## src/cit_consts.svh

```systemverilog
// Register map, field positions and reset values of the capture/interval timer.
// Assumes an 8-bit register port with byte addresses.
`ifndef CIT_CONSTS_SVH
`define CIT_CONSTS_SVH

`define CIT_ADDR_MODE 8'hbc
`define CIT_ADDR_FCAP 8'hbd
`define CIT_ADDR_RCAP 8'hbe
`define CIT_ADDR_MSTOP 8'hfa
`define CIT_ADDR_PCTL 8'hc0
`define CIT_ADDR_IRQ 8'hc1

`define CIT_MODE_RST 8'h00
`define CIT_MSTOP_RST 8'hff
`define CIT_MSTOP_BIT 3
`define CIT_PCTL_CMODE 0
`define CIT_PCTL_FEN 1
`define CIT_IRQ_FLAG 0
`define CIT_IRQ_EN 1
`define CIT_MODE_OVERFLOW_HIGH_FLAG 7
`define CIT_MODE_OVERFLOW_LOW_FLAG 6

`define CIT_FILT_STAGES 5
`define CIT_PRE_W 6

`endif

```

## src/cit_pkg.sv

```systemverilog
// Types of the capture/interval timer: clock sources, power modes, state.
// Assumes cit_consts.svh for widths.
`include "cit_consts.svh"

package cit_pkg;

  typedef enum logic [1:0] {
    CIT_DIV64 = 2'b00,
    CIT_DIV32 = 2'b01,
    CIT_DIV2 = 2'b10,
    CIT_WDIV4 = 2'b11
  } cit_cks_e;

  typedef enum logic [2:0] {
    CIT_ACTIVE = 3'b000,
    CIT_SLEEP = 3'b001,
    CIT_WATCH = 3'b010,
    CIT_SUBACT = 3'b011,
    CIT_SUBSLP = 3'b100,
    CIT_STANDBY = 3'b101
  } cit_pwr_e;

  typedef enum logic [1:0] {
    CIT_SUB_W8 = 2'b00,
    CIT_SUB_W4 = 2'b01,
    CIT_SUB_W2 = 2'b10
  } cit_sub_e;

  typedef struct packed {
    logic [`CIT_PRE_W-1:0] pre;
    logic [1:0] wpre;
    logic wsync1;
    logic wsync2;
    logic wprev;
    logic lvl_prev;
    logic pin_q;
    logic [`CIT_FILT_STAGES-1:0] fsh;
    logic fout;
    logic finit;
    logic cap_prev;
    logic [7:0] cnt;
    logic [7:0] fcap;
    logic [7:0] rcap;
    logic overflow_high_flag;
    logic overflow_low_flag;
    logic overflow_high_flag_arm;
    logic overflow_low_flag_arm;
    logic overflow_irq_enable;
    logic irq_edge_select;
    logic [1:0] ccl;
    cit_cks_e cks;
    logic [7:0] mreg;
    logic cmode;
    logic fen;
    logic iflag;
    logic ien;
    logic [7:0] rdata;
  } cit_state_s;

endpackage : cit_pkg

```

## src/cit_timer.sv

```systemverilog
// Capture/interval timer with noise filter and register port.
// Assumes all inputs synchronous to sys_clk_i; watch clock is a sampled level.
`timescale 1ns/100ps
`include "cit_consts.svh"

module cit_timer
  import cit_pkg::*;
(
  // Clock and reset
  input wire logic sys_clk_i,
  input wire logic sys_rst_i,
  // Register port
  input wire logic [7:0] reg_addr_i,
  input wire logic [7:0] reg_wdata_i,
  input wire logic reg_wr_i,
  input wire logic reg_rd_i,
  output logic [7:0] reg_rdata_o,
  // Pins and system state
  input wire logic cap_pin_i,
  input wire logic watch_clk_i,
  input wire logic [2:0] pwr_mode_i,
  input wire logic [1:0] sub_clk_sel_i,
  // Interrupt request
  output logic irq_o
);

  cit_state_s s_q;
  cit_state_s s_d;

  logic lvl;
  logic clk_rise;
  logic clk_fall;
  logic mode_ok;
  logic run;
  logic samp;
  logic in_sig;
  logic cap_sig;
  logic rise_edge;
  logic fall_edge;
  logic inc;
  logic ovf;
  logic clr;
  logic [`CIT_FILT_STAGES-1:0] fsh_n;

  always_comb begin
    case (s_q.cks)
      CIT_DIV64: lvl = s_q.pre[5];
      CIT_DIV32: lvl = s_q.pre[4];
      CIT_DIV2: lvl = s_q.pre[0];
      CIT_WDIV4: lvl = s_q.wpre[1];
      default: lvl = 1'b0;
    endcase
  end

  assign clk_rise = lvl & ~s_q.lvl_prev;
  assign clk_fall = ~lvl & s_q.lvl_prev;

  // Power mode gating of counter and filter
  always_comb begin
    case (cit_pwr_e'(pwr_mode_i))
      CIT_ACTIVE: mode_ok = 1'b1;
      CIT_SLEEP: mode_ok = 1'b1;
      CIT_WATCH: mode_ok = (s_q.cks == CIT_WDIV4);
      // Sub modes need watch/4 and subclock /2
      CIT_SUBACT: mode_ok = (s_q.cks == CIT_WDIV4) && (sub_clk_sel_i == CIT_SUB_W2);
      CIT_SUBSLP: mode_ok = (s_q.cks == CIT_WDIV4) && (sub_clk_sel_i == CIT_SUB_W2);
      default: mode_ok = 1'b0;
    endcase
  end

  assign run = s_q.mreg[`CIT_MSTOP_BIT] & mode_ok;
  assign samp = run & (s_q.fen ? clk_rise : 1'b1);
  assign fsh_n = {s_q.fsh[`CIT_FILT_STAGES-2:0], s_q.pin_q};
  // Any change of the chosen input counts as an edge while running in capture mode
  assign in_sig = s_q.fen ? s_q.fout : s_q.pin_q;
  // Capture input reads low in interval mode
  assign cap_sig = s_q.cmode & in_sig;
  assign rise_edge = run & cap_sig & ~s_q.cap_prev;
  assign fall_edge = run & ~cap_sig & s_q.cap_prev;
  assign inc = run & clk_fall;
  assign ovf = inc & (s_q.cnt == 8'hff);
  assign clr = s_q.cmode & ((rise_edge & s_q.ccl[1]) | (fall_edge & s_q.ccl[0]));

  always_comb begin
    s_d = s_q;
    s_d.rdata = 8'h00;
    s_d.pre = s_q.pre + 6'h01;
    // Two-flop synchroniser for the watch clock
    s_d.wsync1 = watch_clk_i;
    s_d.wsync2 = s_q.wsync1;
    s_d.wprev = s_q.wsync2;
    if (s_q.wsync2 && !s_q.wprev) begin
      s_d.wpre = s_q.wpre + 2'h1;
    end
    s_d.lvl_prev = lvl;
    s_d.pin_q = cap_pin_i;
    s_d.cap_prev = cap_sig;

    // Shift on sample, follow only on full match
    if (samp) begin
      s_d.fsh = fsh_n;
    end
    if (run) begin
      // Output valid after five low samples
      if (s_q.fsh == 5'h00) begin
        s_d.fout = 1'b0;
        s_d.finit = 1'b1;
      end else if (s_q.fsh == 5'h1f && s_q.finit) begin
        s_d.fout = 1'b1;
      end
    end

    if (rise_edge) begin
      s_d.rcap = s_q.cnt;
    end
    if (fall_edge) begin
      s_d.fcap = s_q.cnt;
    end
    if (clr) begin
      s_d.cnt = 8'h00;
    end else if (inc) begin
      s_d.cnt = s_q.cnt + 8'h01;
    end

    // Register reads
    if (reg_rd_i) begin
      case (reg_addr_i)
        `CIT_ADDR_MODE: begin
          s_d.rdata = {s_q.overflow_high_flag, s_q.overflow_low_flag, s_q.overflow_irq_enable, s_q.irq_edge_select, s_q.ccl, s_q.cks};
          s_d.overflow_high_flag_arm = s_q.overflow_high_flag_arm | s_q.overflow_high_flag;
          s_d.overflow_low_flag_arm = s_q.overflow_low_flag_arm | s_q.overflow_low_flag;
        end
        `CIT_ADDR_FCAP: s_d.rdata = s_q.fcap;
        `CIT_ADDR_RCAP: s_d.rdata = s_q.rcap;
        `CIT_ADDR_MSTOP: s_d.rdata = s_q.mreg;
        `CIT_ADDR_PCTL: s_d.rdata = {6'h00, s_q.fen, s_q.cmode};
        `CIT_ADDR_IRQ: s_d.rdata = {6'h00, s_q.ien, s_q.iflag};
        default: s_d.rdata = 8'h00;
      endcase
    end

    // Register writes
    if (reg_wr_i) begin
      case (reg_addr_i)
        `CIT_ADDR_MODE: begin
          // Mode register held in module standby
          if (s_q.mreg[`CIT_MSTOP_BIT]) begin
            {s_d.overflow_irq_enable, s_d.irq_edge_select, s_d.ccl} = reg_wdata_i[5:2];
            s_d.cks = cit_cks_e'(reg_wdata_i[1:0]);
            if (!reg_wdata_i[`CIT_MODE_OVERFLOW_HIGH_FLAG] && s_q.overflow_high_flag_arm) begin
              s_d.overflow_high_flag = 1'b0;
              s_d.overflow_high_flag_arm = 1'b0;
            end
            if (!reg_wdata_i[`CIT_MODE_OVERFLOW_LOW_FLAG] && s_q.overflow_low_flag_arm) begin
              s_d.overflow_low_flag = 1'b0;
              s_d.overflow_low_flag_arm = 1'b0;
            end
          end
        end
        `CIT_ADDR_MSTOP: s_d.mreg = reg_wdata_i;
        `CIT_ADDR_PCTL: begin
          s_d.cmode = reg_wdata_i[`CIT_PCTL_CMODE];
          s_d.fen = reg_wdata_i[`CIT_PCTL_FEN];
        end
        `CIT_ADDR_IRQ: begin
          s_d.ien = reg_wdata_i[`CIT_IRQ_EN];
          if (!reg_wdata_i[`CIT_IRQ_FLAG]) begin
            s_d.iflag = 1'b0;
          end
        end
        default: begin
        end
      endcase
    end

    // Overflow flag by input level; set wins over clear
    if (ovf) begin
      if (cap_sig) begin
        s_d.overflow_high_flag = 1'b1;
      end else begin
        s_d.overflow_low_flag = 1'b1;
      end
    end
    // Selected edge sets the interrupt flag
    if ((rise_edge && !s_q.irq_edge_select) || (fall_edge && s_q.irq_edge_select)) begin
      s_d.iflag = 1'b1;
    end
    if (ovf && s_q.overflow_irq_enable) begin
      s_d.iflag = 1'b1;
    end
  end

  always_ff @(posedge sys_clk_i) begin
    // Reset state: registers zero, /64 source, not stopped
    if (sys_rst_i) begin
      s_q <= '0;
      s_q.mreg <= `CIT_MSTOP_RST;
      // Stages start high so five low samples are needed
      s_q.fsh <= '1;
    end else begin
      s_q <= s_d;
    end
  end

  assign reg_rdata_o = s_q.rdata;
  assign irq_o = s_q.iflag & s_q.ien;

  // Checks

  a_div64_tick: assert property (
    @(posedge sys_clk_i) disable iff (sys_rst_i)
    (inc && s_q.cks == CIT_DIV64 && $stable(s_q.cks)) |-> s_q.pre == 6'h00)
    else $error("Divide-by-64 tick off its phase");

  a_stop_freezes: assert property (
    @(posedge sys_clk_i) disable iff (sys_rst_i)
    !s_q.mreg[`CIT_MSTOP_BIT] |=> ($stable(s_q.cnt) && $stable(s_q.rcap) && $stable(s_q.fcap)))
    else $error("Timer moved in module standby");

  a_filter_match: assert property (
    @(posedge sys_clk_i) disable iff (sys_rst_i)
    $changed(s_q.fout) |-> ($past(s_q.fsh) == 5'h1f || $past(s_q.fsh) == 5'h00))
    else $error("Filter output changed without full match");

  a_filter_init: assert property (
    @(posedge sys_clk_i) disable iff (sys_rst_i)
    $rose(s_q.finit) |-> $past(s_q.fsh) == 5'h00)
    else $error("Filter initialised without five low samples");

  a_rise_capture: assert property (
    @(posedge sys_clk_i) disable iff (sys_rst_i)
    rise_edge |=> s_q.rcap == $past(s_q.cnt))
    else $error("Rising capture missed count");

  a_edge_clear: assert property (
    @(posedge sys_clk_i) disable iff (sys_rst_i)
    (fall_edge && s_q.cmode && s_q.ccl[0]) |=> s_q.cnt == 8'h00)
    else $error("Falling edge did not clear counter");

  a_ovf_high: assert property (
    @(posedge sys_clk_i) disable iff (sys_rst_i)
    (ovf && cap_sig) |=> (s_q.overflow_high_flag && s_q.cnt == 8'h00))
    else $error("High overflow flag not set");

  a_interval_wrap: assert property (
    @(posedge sys_clk_i) disable iff (sys_rst_i)
    (ovf && !s_q.cmode) |=> s_q.overflow_low_flag)
    else $error("Interval wrap did not set low flag");

  a_edge_irq: assert property (
    @(posedge sys_clk_i) disable iff (sys_rst_i)
    (fall_edge && s_q.irq_edge_select && s_q.ien) |=> irq_o)
    else $error("Selected edge raised no request");

  a_ovf_irq: assert property (
    @(posedge sys_clk_i) disable iff (sys_rst_i)
    (ovf && s_q.overflow_irq_enable) |=> s_q.iflag)
    else $error("Overflow interrupt flag not set");

  a_watch_gate: assert property (
    @(posedge sys_clk_i) disable iff (sys_rst_i)
    (pwr_mode_i == CIT_WATCH && s_q.cks != CIT_WDIV4) |-> (!inc && !rise_edge && !fall_edge))
    else $error("Timer ran in watch mode on wrong source");

  a_fall_capture: assert property (
    @(posedge sys_clk_i) disable iff (sys_rst_i)
    fall_edge |=> s_q.fcap == $past(s_q.cnt))
    else $error("Falling capture missed count");

  a_rise_clear: assert property (
    @(posedge sys_clk_i) disable iff (sys_rst_i)
    (rise_edge && s_q.cmode && s_q.ccl[1]) |=> s_q.cnt == 8'h00)
    else $error("Rising edge did not clear counter");

  a_ovf_low: assert property (
    @(posedge sys_clk_i) disable iff (sys_rst_i)
    (ovf && !cap_sig) |=> (s_q.overflow_low_flag && s_q.cnt == 8'h00))
    else $error("Low overflow flag not set");

  a_rise_irq: assert property (
    @(posedge sys_clk_i) disable iff (sys_rst_i)
    (rise_edge && !s_q.irq_edge_select) |=> s_q.iflag)
    else $error("Rising edge did not set interrupt flag");

  a_reset_state: assert property (
    @(posedge sys_clk_i)
    $fell(sys_rst_i) |-> (s_q.cnt == 8'h00 && s_q.rcap == 8'h00 && s_q.fcap == 8'h00 &&
      {s_q.overflow_high_flag, s_q.overflow_low_flag, s_q.overflow_irq_enable, s_q.irq_edge_select, s_q.ccl} == 6'h00 && s_q.cks == CIT_DIV64 &&
      s_q.mreg == `CIT_MSTOP_RST && reg_rdata_o == 8'h00 && !irq_o))
    else $error("Reset state not cleared");

  a_stop_mode_hold: assert property (
    @(posedge sys_clk_i) disable iff (sys_rst_i)
    !s_q.mreg[`CIT_MSTOP_BIT] |=> ($stable(s_q.cks) && $stable(s_q.ccl) &&
      $stable(s_q.overflow_irq_enable) && $stable(s_q.irq_edge_select)))
    else $error("Mode register changed in module standby");

  a_standby_halt: assert property (
    @(posedge sys_clk_i) disable iff (sys_rst_i)
    (pwr_mode_i == CIT_STANDBY) |-> (!inc && !rise_edge && !fall_edge))
    else $error("Timer ran in standby");

  a_sub_gate: assert property (
    @(posedge sys_clk_i) disable iff (sys_rst_i)
    ((pwr_mode_i == CIT_SUBACT || pwr_mode_i == CIT_SUBSLP) &&
      (s_q.cks != CIT_WDIV4 || sub_clk_sel_i != CIT_SUB_W2)) |-> (!inc && !rise_edge && !fall_edge))
    else $error("Timer ran in sub mode on wrong clocks");

  a_filter_hold: assert property (
    @(posedge sys_clk_i) disable iff (sys_rst_i)
    (s_q.fsh != 5'h00 && s_q.fsh != 5'h1f) |=> $stable(s_q.fout))
    else $error("Filter output moved on mixed stages");

  a_count_step: assert property (
    @(posedge sys_clk_i) disable iff (sys_rst_i)
    (inc && !clr) |=> s_q.cnt == $past(s_q.cnt) + 8'h01)
    else $error("Counter did not step by one");

  a_count_hold: assert property (
    @(posedge sys_clk_i) disable iff (sys_rst_i)
    (!inc && !clr) |=> $stable(s_q.cnt))
    else $error("Counter moved without tick or clear");

  a_div32_tick: assert property (
    @(posedge sys_clk_i) disable iff (sys_rst_i)
    (inc && s_q.cks == CIT_DIV32 && $stable(s_q.cks)) |-> s_q.pre[4:0] == 5'h00)
    else $error("Divide-by-32 tick off its phase");

  a_div2_tick: assert property (
    @(posedge sys_clk_i) disable iff (sys_rst_i)
    (inc && s_q.cks == CIT_DIV2 && $stable(s_q.cks)) |-> !s_q.pre[0])
    else $error("Divide-by-2 tick off its phase");

  a_filter_bypass: assert property (
    @(posedge sys_clk_i) disable iff (sys_rst_i)
    (run && !s_q.fen) |=> s_q.fsh == $past(fsh_n))
    else $error("Filter did not sample on system clock");

endmodule : cit_timer

```

## config.mk

```make
export PLATFORM = sky130hd
export DESIGN_NAME = cit_timer
export DESIGN_NICKNAME = d
export VERILOG_FILES = /design/src/cit_pkg.sv /design/src/cit_timer.sv
export VERILOG_INCLUDE_DIRS = /design/src
export SDC_FILE = /design/constraint.sdc
export NUM_CORES = 1
export LEC_CHECK = 0
export BUFFER_PORTS_ARGS = -buffer_cell sky130_fd_sc_hd__buf_2
export CAP_MARGIN = 20
export CORE_MARGIN = 5
export CORE_UTILIZATION = 52
export DETAILED_ROUTE_END_ITERATION = 12
export MAX_ROUTING_LAYER = met4
export PLACE_DENSITY = 0.82
export SYNTH_ARGS = -nofsm -noshare
export SYNTH_HDL_FRONTEND = slang
export SYNTH_SLANG_ARGS = --single-unit
```

## constraint.sdc

```tcl
create_clock -name sys_clk_i -period 1.7 [get_ports sys_clk_i]
set_input_delay 0.085 -clock sys_clk_i [delete_from_list [all_inputs] [get_ports sys_clk_i]]
set_output_delay 0.085 -clock sys_clk_i [all_outputs]
set_load 0.03 [all_outputs]
```

==> impl_results.md, run 1 <==
* Run status: finished with violations
* Failing checks: setup timing
* Placed instance count at 473
* CTS tree: done
* Vias at 2830
* Final #Nets at 446
* DR DRC count at 0
* Final std cells w/o fill at 499
* Peak VDD IR at 0.5116 mV
* Num Clock Sinks at 75
* RSZ-0062 raised after global routing: true
* Top cell type's share of synthesized area at 0.4532
* Commonest non-fill, non-tap cells in the layout: dfxtp_1 (74), nor2_1 (60), nand2_1 (38)
* Worst Path Class, Setup: flip-flop to flip-flop
* Dpl hpwl at 5563 um
* Worst skew pair latency at 0.35 ns
* Starting Density at 0.5278
* Rel. slew slack at 0.6516
* #FFs+latches synth at 75
* Max Clk Rate at 0.5817 GHz
* Max-slew violations at 0
* Syn nets at 395
* Placement Setup Slack at -0.04015 ns
* Die H at 89.82 um
* CTS clk-pin slew, worst paths at 0.08 ns
* Crit path launch type: flip-flop
* Remaining global-route overflow at 0
* Clock H-tree levels at 3
* Die X at 89.82 um
* Full die area at 8068 um^2
* Final period util at 1.011
* Antenna viol nets, final at 0
* Placement Cell Area at 3611 um^2
* Most Used Layer, Global Route: met2
* Io pins at 36
* Hold Slack at 0.02771 ns
* DR vias/cell at 5.671
* GR met2 Demand/Resource at 0.3146
* Fin area at 3985 um^2
* Synth top area cells: dfxtp_1 (45%), mux2i_1 (11%), nor2_1 (6.8%), nand2_1 (4.3%), xnor2_1 (2.6%)
* Clock Path Buffers at 2
* Filler cells at 518
* Drt total wl at 7999 um
* All-layer global routing usage at 0.2056
* Sequential share of the synthesized area at 0.4532
* Setup WS post-layout at -0.01903 ns
* Worst Path Arrival at 1.95 ns
* Drt first-iter violations at 178
* Met1 GRT Util at 0.2640
* Syn Inst Count at 366
* Post-synthesis cell type count at 47
* Drt wl/cell at 16.03 um
* Tot Pwr at 3.499 mW
* Final setup vio count at 5
* Synth Warn # at 0
* Initial antenna violation count at 0
* Worst EP required at 1.94 ns
* Max-cap violations at 0
* CTS Root Cell: clkbuf_8
* First-pass DRT Iterations at 5
* CTS Buf Count at 9
* ANT cells at 0
* Global placement routability congestion at 0.8939
* Avg Cell Area, Syn at 9.052 um^2
* Core area at 6277 um^2
* Worst Setup End Kind: flip-flop
* Worst Tran Pin Value at 0.5191 ns
* Met3 usage at 0.04007
* Mapped Area at 3313 um^2
* Hold WC Path Type: primary input to flip-flop
* Largest net degree at the start of global routing at 27
* LEAKAGE at 1.585 nW
* Worst Path Max Fanout at 8
* Clock Skew at 0.006949 ns
* Port Buffers at 35
* Area grow syn2layout at 20.28%
* Count of final hold-check violations at 0
* Power per cell area at 877.9 nW/um^2
* Ratio of cells with drive above 1 in the final layout at 0.2109
* Most common cell after layout, fill and taps aside: dfxtp_1
* Number of global-route vias before repair at 2678
* Post-layout min period at 1.719 ns
* Global-route wire length before repair at 13080 um
* Cell taking the most area after synthesis: dfxtp_1
* Row count at 29
report_power, final:
part | internal [mW] | switching, mW
clock | 0.868 | 0.652
combinational | 0.0839 | 0.112
sequential | 1.77 | 0.0113
worst max-delay path, stage by stage (launching register included):
cell and delay [ns]:
dfxtp_1 0.38, mux2_2 0.38, a21boi_2 0.16, nor3b_2 0.22
buf_6 0.19, mux2i_1 0.22, nor2_1 0.05
final cells by class:
type / count / area (um^2) / area share
Multi-Input combinational cell: 262 / 1718 / 0.4311
Sequential cell: 75 / 1503 / 0.3771
Timing Repair Buffer: 65 / 434.2 / 0.1089
Clock buffer: 12 / 145.1 / 0.03642
Tap cell: 77 / 96.34 / 0.02418
Clock inverter: 4 / 73.82 / 0.01852
Inverter: 4 / 15.01 / 0.003768
kinds of logic (layout without fill, tap and decap cells):
logic type,after synthesis,in the layout,share of synthesized area
AND/OR/NAND/NOR,161,161,0.2489
flip-flops,75,75,0.4532
buffers and inverters,29,85,0.04569
multiplexers,37,37,0.1159
adder cells (fa/ha/maj),2,2,0.007552
AO/OA/AOI/OAI,49,49,0.09441
XOR/XNOR,13,13,0.03437
cell usage after synthesis (all sizes together):
master and n:
a211oi 1, a21boi 1, a21o 1, a21oi 11, a221oi 1, a22oi 7, a311oi 3, a31o 1
a31oi 3, a32o 1, a41oi 1, and2 3, and3 4, and3b 2, and4 2, buf 16
clkbuf 9, dfxtp 75, ha 2, inv 4, mux2 1, mux2i 35, mux4 1, nand2 39
nand2b 4, nand3 6, nand3b 9, nand4 4, nand4b 1, nor2 60, nor2b 10, nor3 8
nor3b 1, nor4 8, o21ai 16, o2bb2ai 1, o31ai 1, xnor2 10, xor2 3
repair_timing:
action,CTS,global route
cloned,0,1
buffers inserted,0,1
endpoints found under the setup margin,18,22
gates resized for setup,5,9
endpoints found under the hold margin,10,0
hold buffers,8,0
pin swaps,1,2
through the flow:
stage	TNS [ns]	util
2_1_floorplan	0	-
3_3_place_gp	-0.1563	0.5752
3_5_place_dp	-0.2204	0.5752
4_1_cts	0	0.6281
5_1_grt	-0.4416	0.6348
6_report	-0.05654	0.6348
path summary, 6_finish.rpt:
kind | from | endpoint | slack (ns) | cells past startpoint
hold / removal | reg_wdata_i[0] | s_q[12] | 0.03 | 3
setup / recovery | s_q[10] | s_q[42] | -0.02 | 6
hold reg to reg | s_d[65] | s_d[64] | 0.45 | 1
setup reg to reg | s_q[10] | s_q[42] | -0.02 | 6
sequential cells by signal (all words and copies together), names as in the netlist:
name,flops
reg_rdata_o,8
s_q,60
fsh_n,5
s_d,2
layer usage:
metal	wire length [um]	vias to the layer above	part of all wire
met1	3450	1334	0.43
met5	0	-	0
li1	-	1367	-
met2	3868	105	0.48
met3	492	24	0.062
met4	186	0	0.023
Note: power is estimated with default switching activity, not from simulation.
==> run 2: changes to the inputs <==
BUFFER_PORTS_ARGS = default   (was -buffer_cell sky130_fd_sc_hd__buf_2)
CORE_UTILIZATION = 55   (was 52)
DONT_BUFFER_PORTS = 1   (was default)
PLACE_DENSITY = 0.8   (was 0.82)
==> impl_results.md, run 2 (synthesis gave the netlist of run 1 again) <==
* Worst Path Class, Setup: flip-flop to flip-flop (unchanged)
* Die H at 87.62 um (was 89.82 um)
* Rel. slew slack at 0.5703 (was 0.6516)
* Area grow syn2layout at 17.82% (was 20.28%)
* CTS tree: done (unchanged)
* Commonest non-fill, non-tap cells in the layout: dfxtp_1 (73), nor2_1 (59), nand2_1 (38) (was dfxtp_1 (74), nor2_1 (60), nand2_1 (38))
* First-pass DRT Iterations at 4 (was 5)
* Final std cells w/o fill at 470 (was 499)
* CTS Root Cell: clkbuf_8 (unchanged)
* Register area at 1504 um^2 (was 1503 um^2)
* Hold WC Path Type: primary input to flip-flop (unchanged)
* Filler cells at 452 (was 518)
* Power per cell area at 888.2 nW/um^2 (was 877.9 nW/um^2)
* Met3 usage at 0.06115 (was 0.04007)
* DR DRC count at 0 (unchanged)
* Worst Path Max Fanout at 5 (was 8)
* Final TNS setup at 0 ns (was -0.05654 ns)
* Peak VDD IR at 0.8390 mV (was 0.5116 mV)
* Largest net degree at the start of global routing at 51 (was 27)
* Clock Skew at 0.01126 ns (was 0.006949 ns)
* Global-route wire length before repair at 12540 um (was 13080 um)
* Hold path cells at 2 (was 3)
* Worst Path Arrival at 1.90 ns (was 1.95 ns)
* Run status: completed (was finished with violations)
* Max-slew violations at 0 (unchanged)
* Reg2Reg Setup Slack at 0.03 ns (was -0.02 ns)
* Port Buffers at 0 (was 35)
* Most common cell after layout, fill and taps aside: dfxtp_1 (unchanged)
* Fin area at 3904 um^2 (was 3985 um^2)
* Number of global-route vias before repair at 2637 (was 2678)
* ANT cells at 0 (unchanged)
* Largest reg by FF count: s_q (unchanged)
* Clock H-tree levels at 3 (unchanged)
* Final period util at 0.9825 (was 1.011)
* Drt wl/cell at 16.60 um (was 16.03 um)
* Die X at 87.62 um (was 89.82 um)
* Full die area at 7676 um^2 (was 8068 um^2)
* Met1 GRT Util at 0.2649 (was 0.2640)
* Row count at 28 (was 29)
* RSZ-0062 raised after global routing: true (unchanged)
* Max reg flops at 60 (unchanged)
* Drt first-iter violations at 176 (was 178)
* GR met2 Demand/Resource at 0.3438 (was 0.3146)
* Io pins at 36 (unchanged)
* Placement Cell Area at 3396 um^2 (was 3611 um^2)
* CTS Buf Count at 9 (unchanged)
* Max-cap violations at 0 (unchanged)
* All-layer global routing usage at 0.2184 (was 0.2056)
* Antenna viol nets, final at 0 (unchanged)
* Starting Density at 0.5629 (was 0.5278)
* Ratio of cells with drive above 1 in the final layout at 0.1316 (was 0.2109)
* Worst Setup End Kind: flip-flop (unchanged)
* Global placement routability congestion at 0.9265 (was 0.8939)
* Worst R2R Path Depth at 5 (was 6)
* Vias at 2744 (was 2830)
* Worst EP required at 1.93 ns (was 1.94 ns)
* Post-layout min period at 1.670 ns (was 1.719 ns)
* Hold Slack at 0.02850 ns (was 0.02771 ns)
* Clock Path Buffers at 2 (unchanged)
* Worst Tran Pin Value at 0.6387 ns (was 0.5191 ns)
* Count of final hold-check violations at 0 (unchanged)
* Tot Pwr at 3.467 mW (was 3.499 mW)
* Remaining global-route overflow at 0 (unchanged)
* Crit path launch type: flip-flop (unchanged)
* Multi-input logic area at 1695 um^2 (was 1718 um^2)
* Final #Nets at 419 (was 446)
* Most Used Layer, Global Route: met2 (unchanged)
* Num Clock Sinks at 75 (unchanged)
* Drt total wl at 7801 um (was 7999 um)
* Worst skew pair latency at 0.35 ns (about the same)
* Dpl hpwl at 5134 um (was 5563 um)
* CTS clk-pin slew, worst paths at 0.08 ns (about the same)
* Placed instance count at 431 (was 473)
* Final setup vio count at 0 (was 5)
* Setup repair bufs after CTS at 0 (unchanged)
* Initial antenna violation count at 0 (unchanged)
* DR vias/cell at 5.838 (was 5.671)
* Max Clk Rate at 0.5987 GHz (was 0.5817 GHz)
* Core area at 5886 um^2 (was 6277 um^2)
* LEAKAGE at 1.480 nW (was 1.585 nW)
## run 2: area by class of cell
cell class | count | share of cell area
Clock inverter | 6 | 0.02276
Sequential cell | 75 | 0.3853
Multi-Input combinational cell | 262 | 0.4343
Inverter | 4 | 0.003846
Timing Repair Buffer | 38 | 0.09455
Clock buffer | 10 | 0.03526
Tap cell | 75 | 0.02404
## run 2: metal layers
layer	share of wire	vias to the layer above
met4	0.028	0
met5	0	-
met3	0.080	21
met2	0.47	111
met1	0.42	1301
li1	-	1311
## run 2: final timing paths
path	end	startpoint
setup reg to reg	s_q[54]	s_q[10]
setup / recovery	s_q[54]	s_q[10]
hold / removal	s_q[49]	sys_rst_i
hold reg to reg	s_q[14]	s_q[14]
## run 2: what timing repair did
| item | 4_1_cts | 5_1_grt |
|---|---|---|
| hold buffers | 23 | 0 |
| pin swaps | 1 | 3 |
| endpoints found under the hold margin | 61 | 0 |
| cloned | 0 | 0 |
| setup endpoints to repair | 6 | 20 |
| resized for setup | 1 | 9 |
## run 2: power by group
part           switching, mW  internal [mW]  total (mW)
Combinational         0.0807         0.0751       0.156
Sequential            0.0118           1.77        1.78
Clock                  0.663          0.866        1.53
## run 2: per-stage QoR
step	setup WS, ns	util
after global placement	0.01253	0.5770
after floorplan	0.03816	-
final	0.02971	0.6633
after CTS	0.0001084	0.6573
after detailed placement	-0.02083	0.5770
after global routing	-0.07366	0.6633
## run 2: worst max-delay path, stage by stage, from the launching register on
cell           delay, ns
dfxtp_2             0.33
mux2_2              0.35
buf_4               0.15
nand2_2             0.13
nor2_1              0.06
dlygate4sd3_1       0.55
==> run 3: changes to the inputs <==
PLACE_DENSITY = 0.77   (was 0.8)
clock period = 1.9 ns   (was 1.7 ns; I/O delays follow)
==> impl_results.md, run 3 (synthesis gave the netlist of run 1 again) <==
* Run status: completed (unchanged)
* Antenna viol nets, final at 0 (unchanged)
* Clock Path Buffers at 2 (unchanged)
* Number of global-route vias before repair at 2501 (was 2637)
* Dpl hpwl at 5153 um (was 5134 um)
* Drt first-iter violations at 133 (was 176)
* Initial antenna violation count at 0 (unchanged)
* DR vias/cell at 5.657 (was 5.838)
* Row count at 28 (unchanged)
* Peak VDD IR at 0.6742 mV (was 0.8390 mV)
* CTS Root Cell: clkbuf_8 (unchanged)
* DR DRC count at 0 (unchanged)
* Largest reg by FF count: s_q (unchanged)
* Fin area at 3744 um^2 (was 3904 um^2)
* Final #Nets at 404 (was 419)
* CTS clk-pin slew, worst paths at 0.07 ns (was 0.08 ns)
* Worst Path Max Fanout at 6 (was 5)
* Largest net degree at the start of global routing at 64 (was 51)
* P_sw at 0.6470 mW (was 0.7550 mW)
* Drt wl/cell at 16.13 um (was 16.60 um)
* Worst Path Arrival at 2.05 ns (was 1.90 ns)
* Max Clk Rate at 0.5619 GHz (was 0.5987 GHz)
* Placed instance count at 426 (was 431)
* Io pins at 36 (unchanged)
* All-layer global routing usage at 0.2116 (was 0.2184)
* Max reg flops at 60 (unchanged)
* Finished Core Util at 0.6361 (was 0.6633)
* Clock H-tree levels at 3 (unchanged)
* Clock share of power at 0.460 (was 0.441)
* Max-slew violations at 0 (unchanged)
* ANT cells at 0 (unchanged)
* Area grow syn2layout at 12.99% (was 17.82%)
* Setup WS post-layout at 0.1204 ns (was 0.02971 ns)
* Final setup vio count at 0 (unchanged)
* Die H at 87.62 um (unchanged)
* Commonest non-fill, non-tap cells in the layout: dfxtp_1 (74), nor2_1 (60), nand2_1 (38) (was dfxtp_1 (73), nor2_1 (59), nand2_1 (38))
* Most common cell after layout, fill and taps aside: dfxtp_1 (unchanged)
* Core area at 5886 um^2 (unchanged)
* Final std cells w/o fill at 455 (was 470)
* Drt total wl at 7340 um (was 7801 um)
* Filler cells at 504 (was 452)
* Sw Share at 0.2021 (was 0.2177)
* Worst Setup End Kind: flip-flop (unchanged)
* Remaining global-route overflow at 0 (unchanged)
* Num Clock Sinks at 75 (unchanged)
* Max-cap violations at 0 (unchanged)
* Port Buffers at 0 (unchanged)
* Worst EP required at 2.17 ns (was 1.93 ns)
* Global-route wire length before repair at 12080 um (was 12540 um)
* Starting Density at 0.5629 (unchanged)
* CTS tree: done (unchanged)
* Post-layout min period at 1.780 ns (was 1.670 ns)
* CTS Buf Count at 9 (unchanged)
* Clock Skew at 0.01052 ns (was 0.01126 ns)
* Full die area at 7676 um^2 (unchanged)
* Tot Pwr at 3.201 mW (was 3.467 mW)
* Ratio of cells with drive above 1 in the final layout at 0.1026 (was 0.1316)
* Rel. slew slack at 0.5302 (was 0.5703)
* LEAKAGE at 1.393 nW (was 1.480 nW)
* Worst Tran Pin Value at 0.6983 ns (was 0.6387 ns)
* Part of the power in registers at 0.498 (was 0.514)
* Hold Slack at 0.04292 ns (was 0.02850 ns)
* Gate power share at 0.041 (was 0.045)
* Placement Setup Slack at 0.04073 ns (was -0.02083 ns)
* Vias at 2574 (was 2744)
* Count of final hold-check violations at 0 (unchanged)
* Worst skew pair latency at 0.35 ns (about the same)
* Power per cell area at 855.2 nW/um^2 (was 888.2 nW/um^2)
* RSZ-0062 raised after global routing: false (was true)
* Placement Cell Area at 3358 um^2 (was 3396 um^2)
* Crit path launch type: flip-flop (unchanged)
* Die X at 87.62 um (unchanged)
* Final period util at 0.9366 (was 0.9825)
* First-pass DRT Iterations at 4 (unchanged)
* Hold WC Path Type: primary input to flip-flop (unchanged)
* Final TNS setup at 0 ns (unchanged)
* Worst Path Class, Setup: flip-flop to flip-flop (unchanged)
* Power Internal at 2.554 mW (was 2.712 mW)
* Global placement routability congestion at 0.8534 (was 0.9265)
-- run 3: changes by cell type in the layout (fill, tap and decap cells not counted), sizes merged --
cell / change
clkinv: -2
bufinv: +1
buf: -4
clkinvlp: -1
dlygate4sd3: -11
clkbuf: +2
-- run 3: worst paths after layout --
path	startpoint	to	slack, ns	cells past startpoint
setup / recovery	s_q[21]	s_q[28]	0.12	5
hold / removal	sys_rst_i	s_q[49]	0.04	2
setup reg to reg	s_q[21]	s_q[28]	0.12	5
hold reg to reg	s_d[65]	s_d[64]	0.46	1
-- run 3: timing repair --
action | CTS | global route
buffers inserted | 0 | 1
setup endpoints to repair | 0 | 10
hold buffers | 12 | 0
hold endpoints to repair | 61 | 0
gates resized for setup | 0 | 3
-- run 3: final cells by class --
type	instances	area (um^2)	area share
Sequential cell	75	1503	0.4014
Inverter	4	15.01	0.004011
Timing Repair Buffer	23	225.2	0.06016
Tap cell	75	93.84	0.02507
Clock buffer	12	145.1	0.03877
Multi-Input combinational cell	262	1664	0.4445
Clock inverter	4	97.59	0.02607
-- run 3: layer usage --
layer | GRT usage | part of all wire | vias up
li1 | - | - | 1279
met1 | 0.2574 | 0.43 | 1198
met2 | 0.3356 | 0.48 | 87
met3 | 0.06961 | 0.067 | 10
met4 | 0.05997 | 0.014 | 0
met5 | - | 0 | -
-- run 3: power by group through the flow --
stage	registers [mW]	clock network (mW)	logic [mW]
5_1_grt	1.60	1.57	0.145
6_report	1.60	1.47	0.133
2_1_floorplan	1.63	0	0.0907
3_3_place_gp	1.63	0	0.0828
4_1_cts	1.60	1.50	0.132
3_5_place_dp	1.63	0	0.0859
-- run 3: critical path: stages, from the launching register on --
cell and delay (ns):
dfxtp_2 0.37, mux4_2 0.57, nand2b_4 0.19, nor4_4 0.27
nand3_1 0.13, a21oi_1 0.17
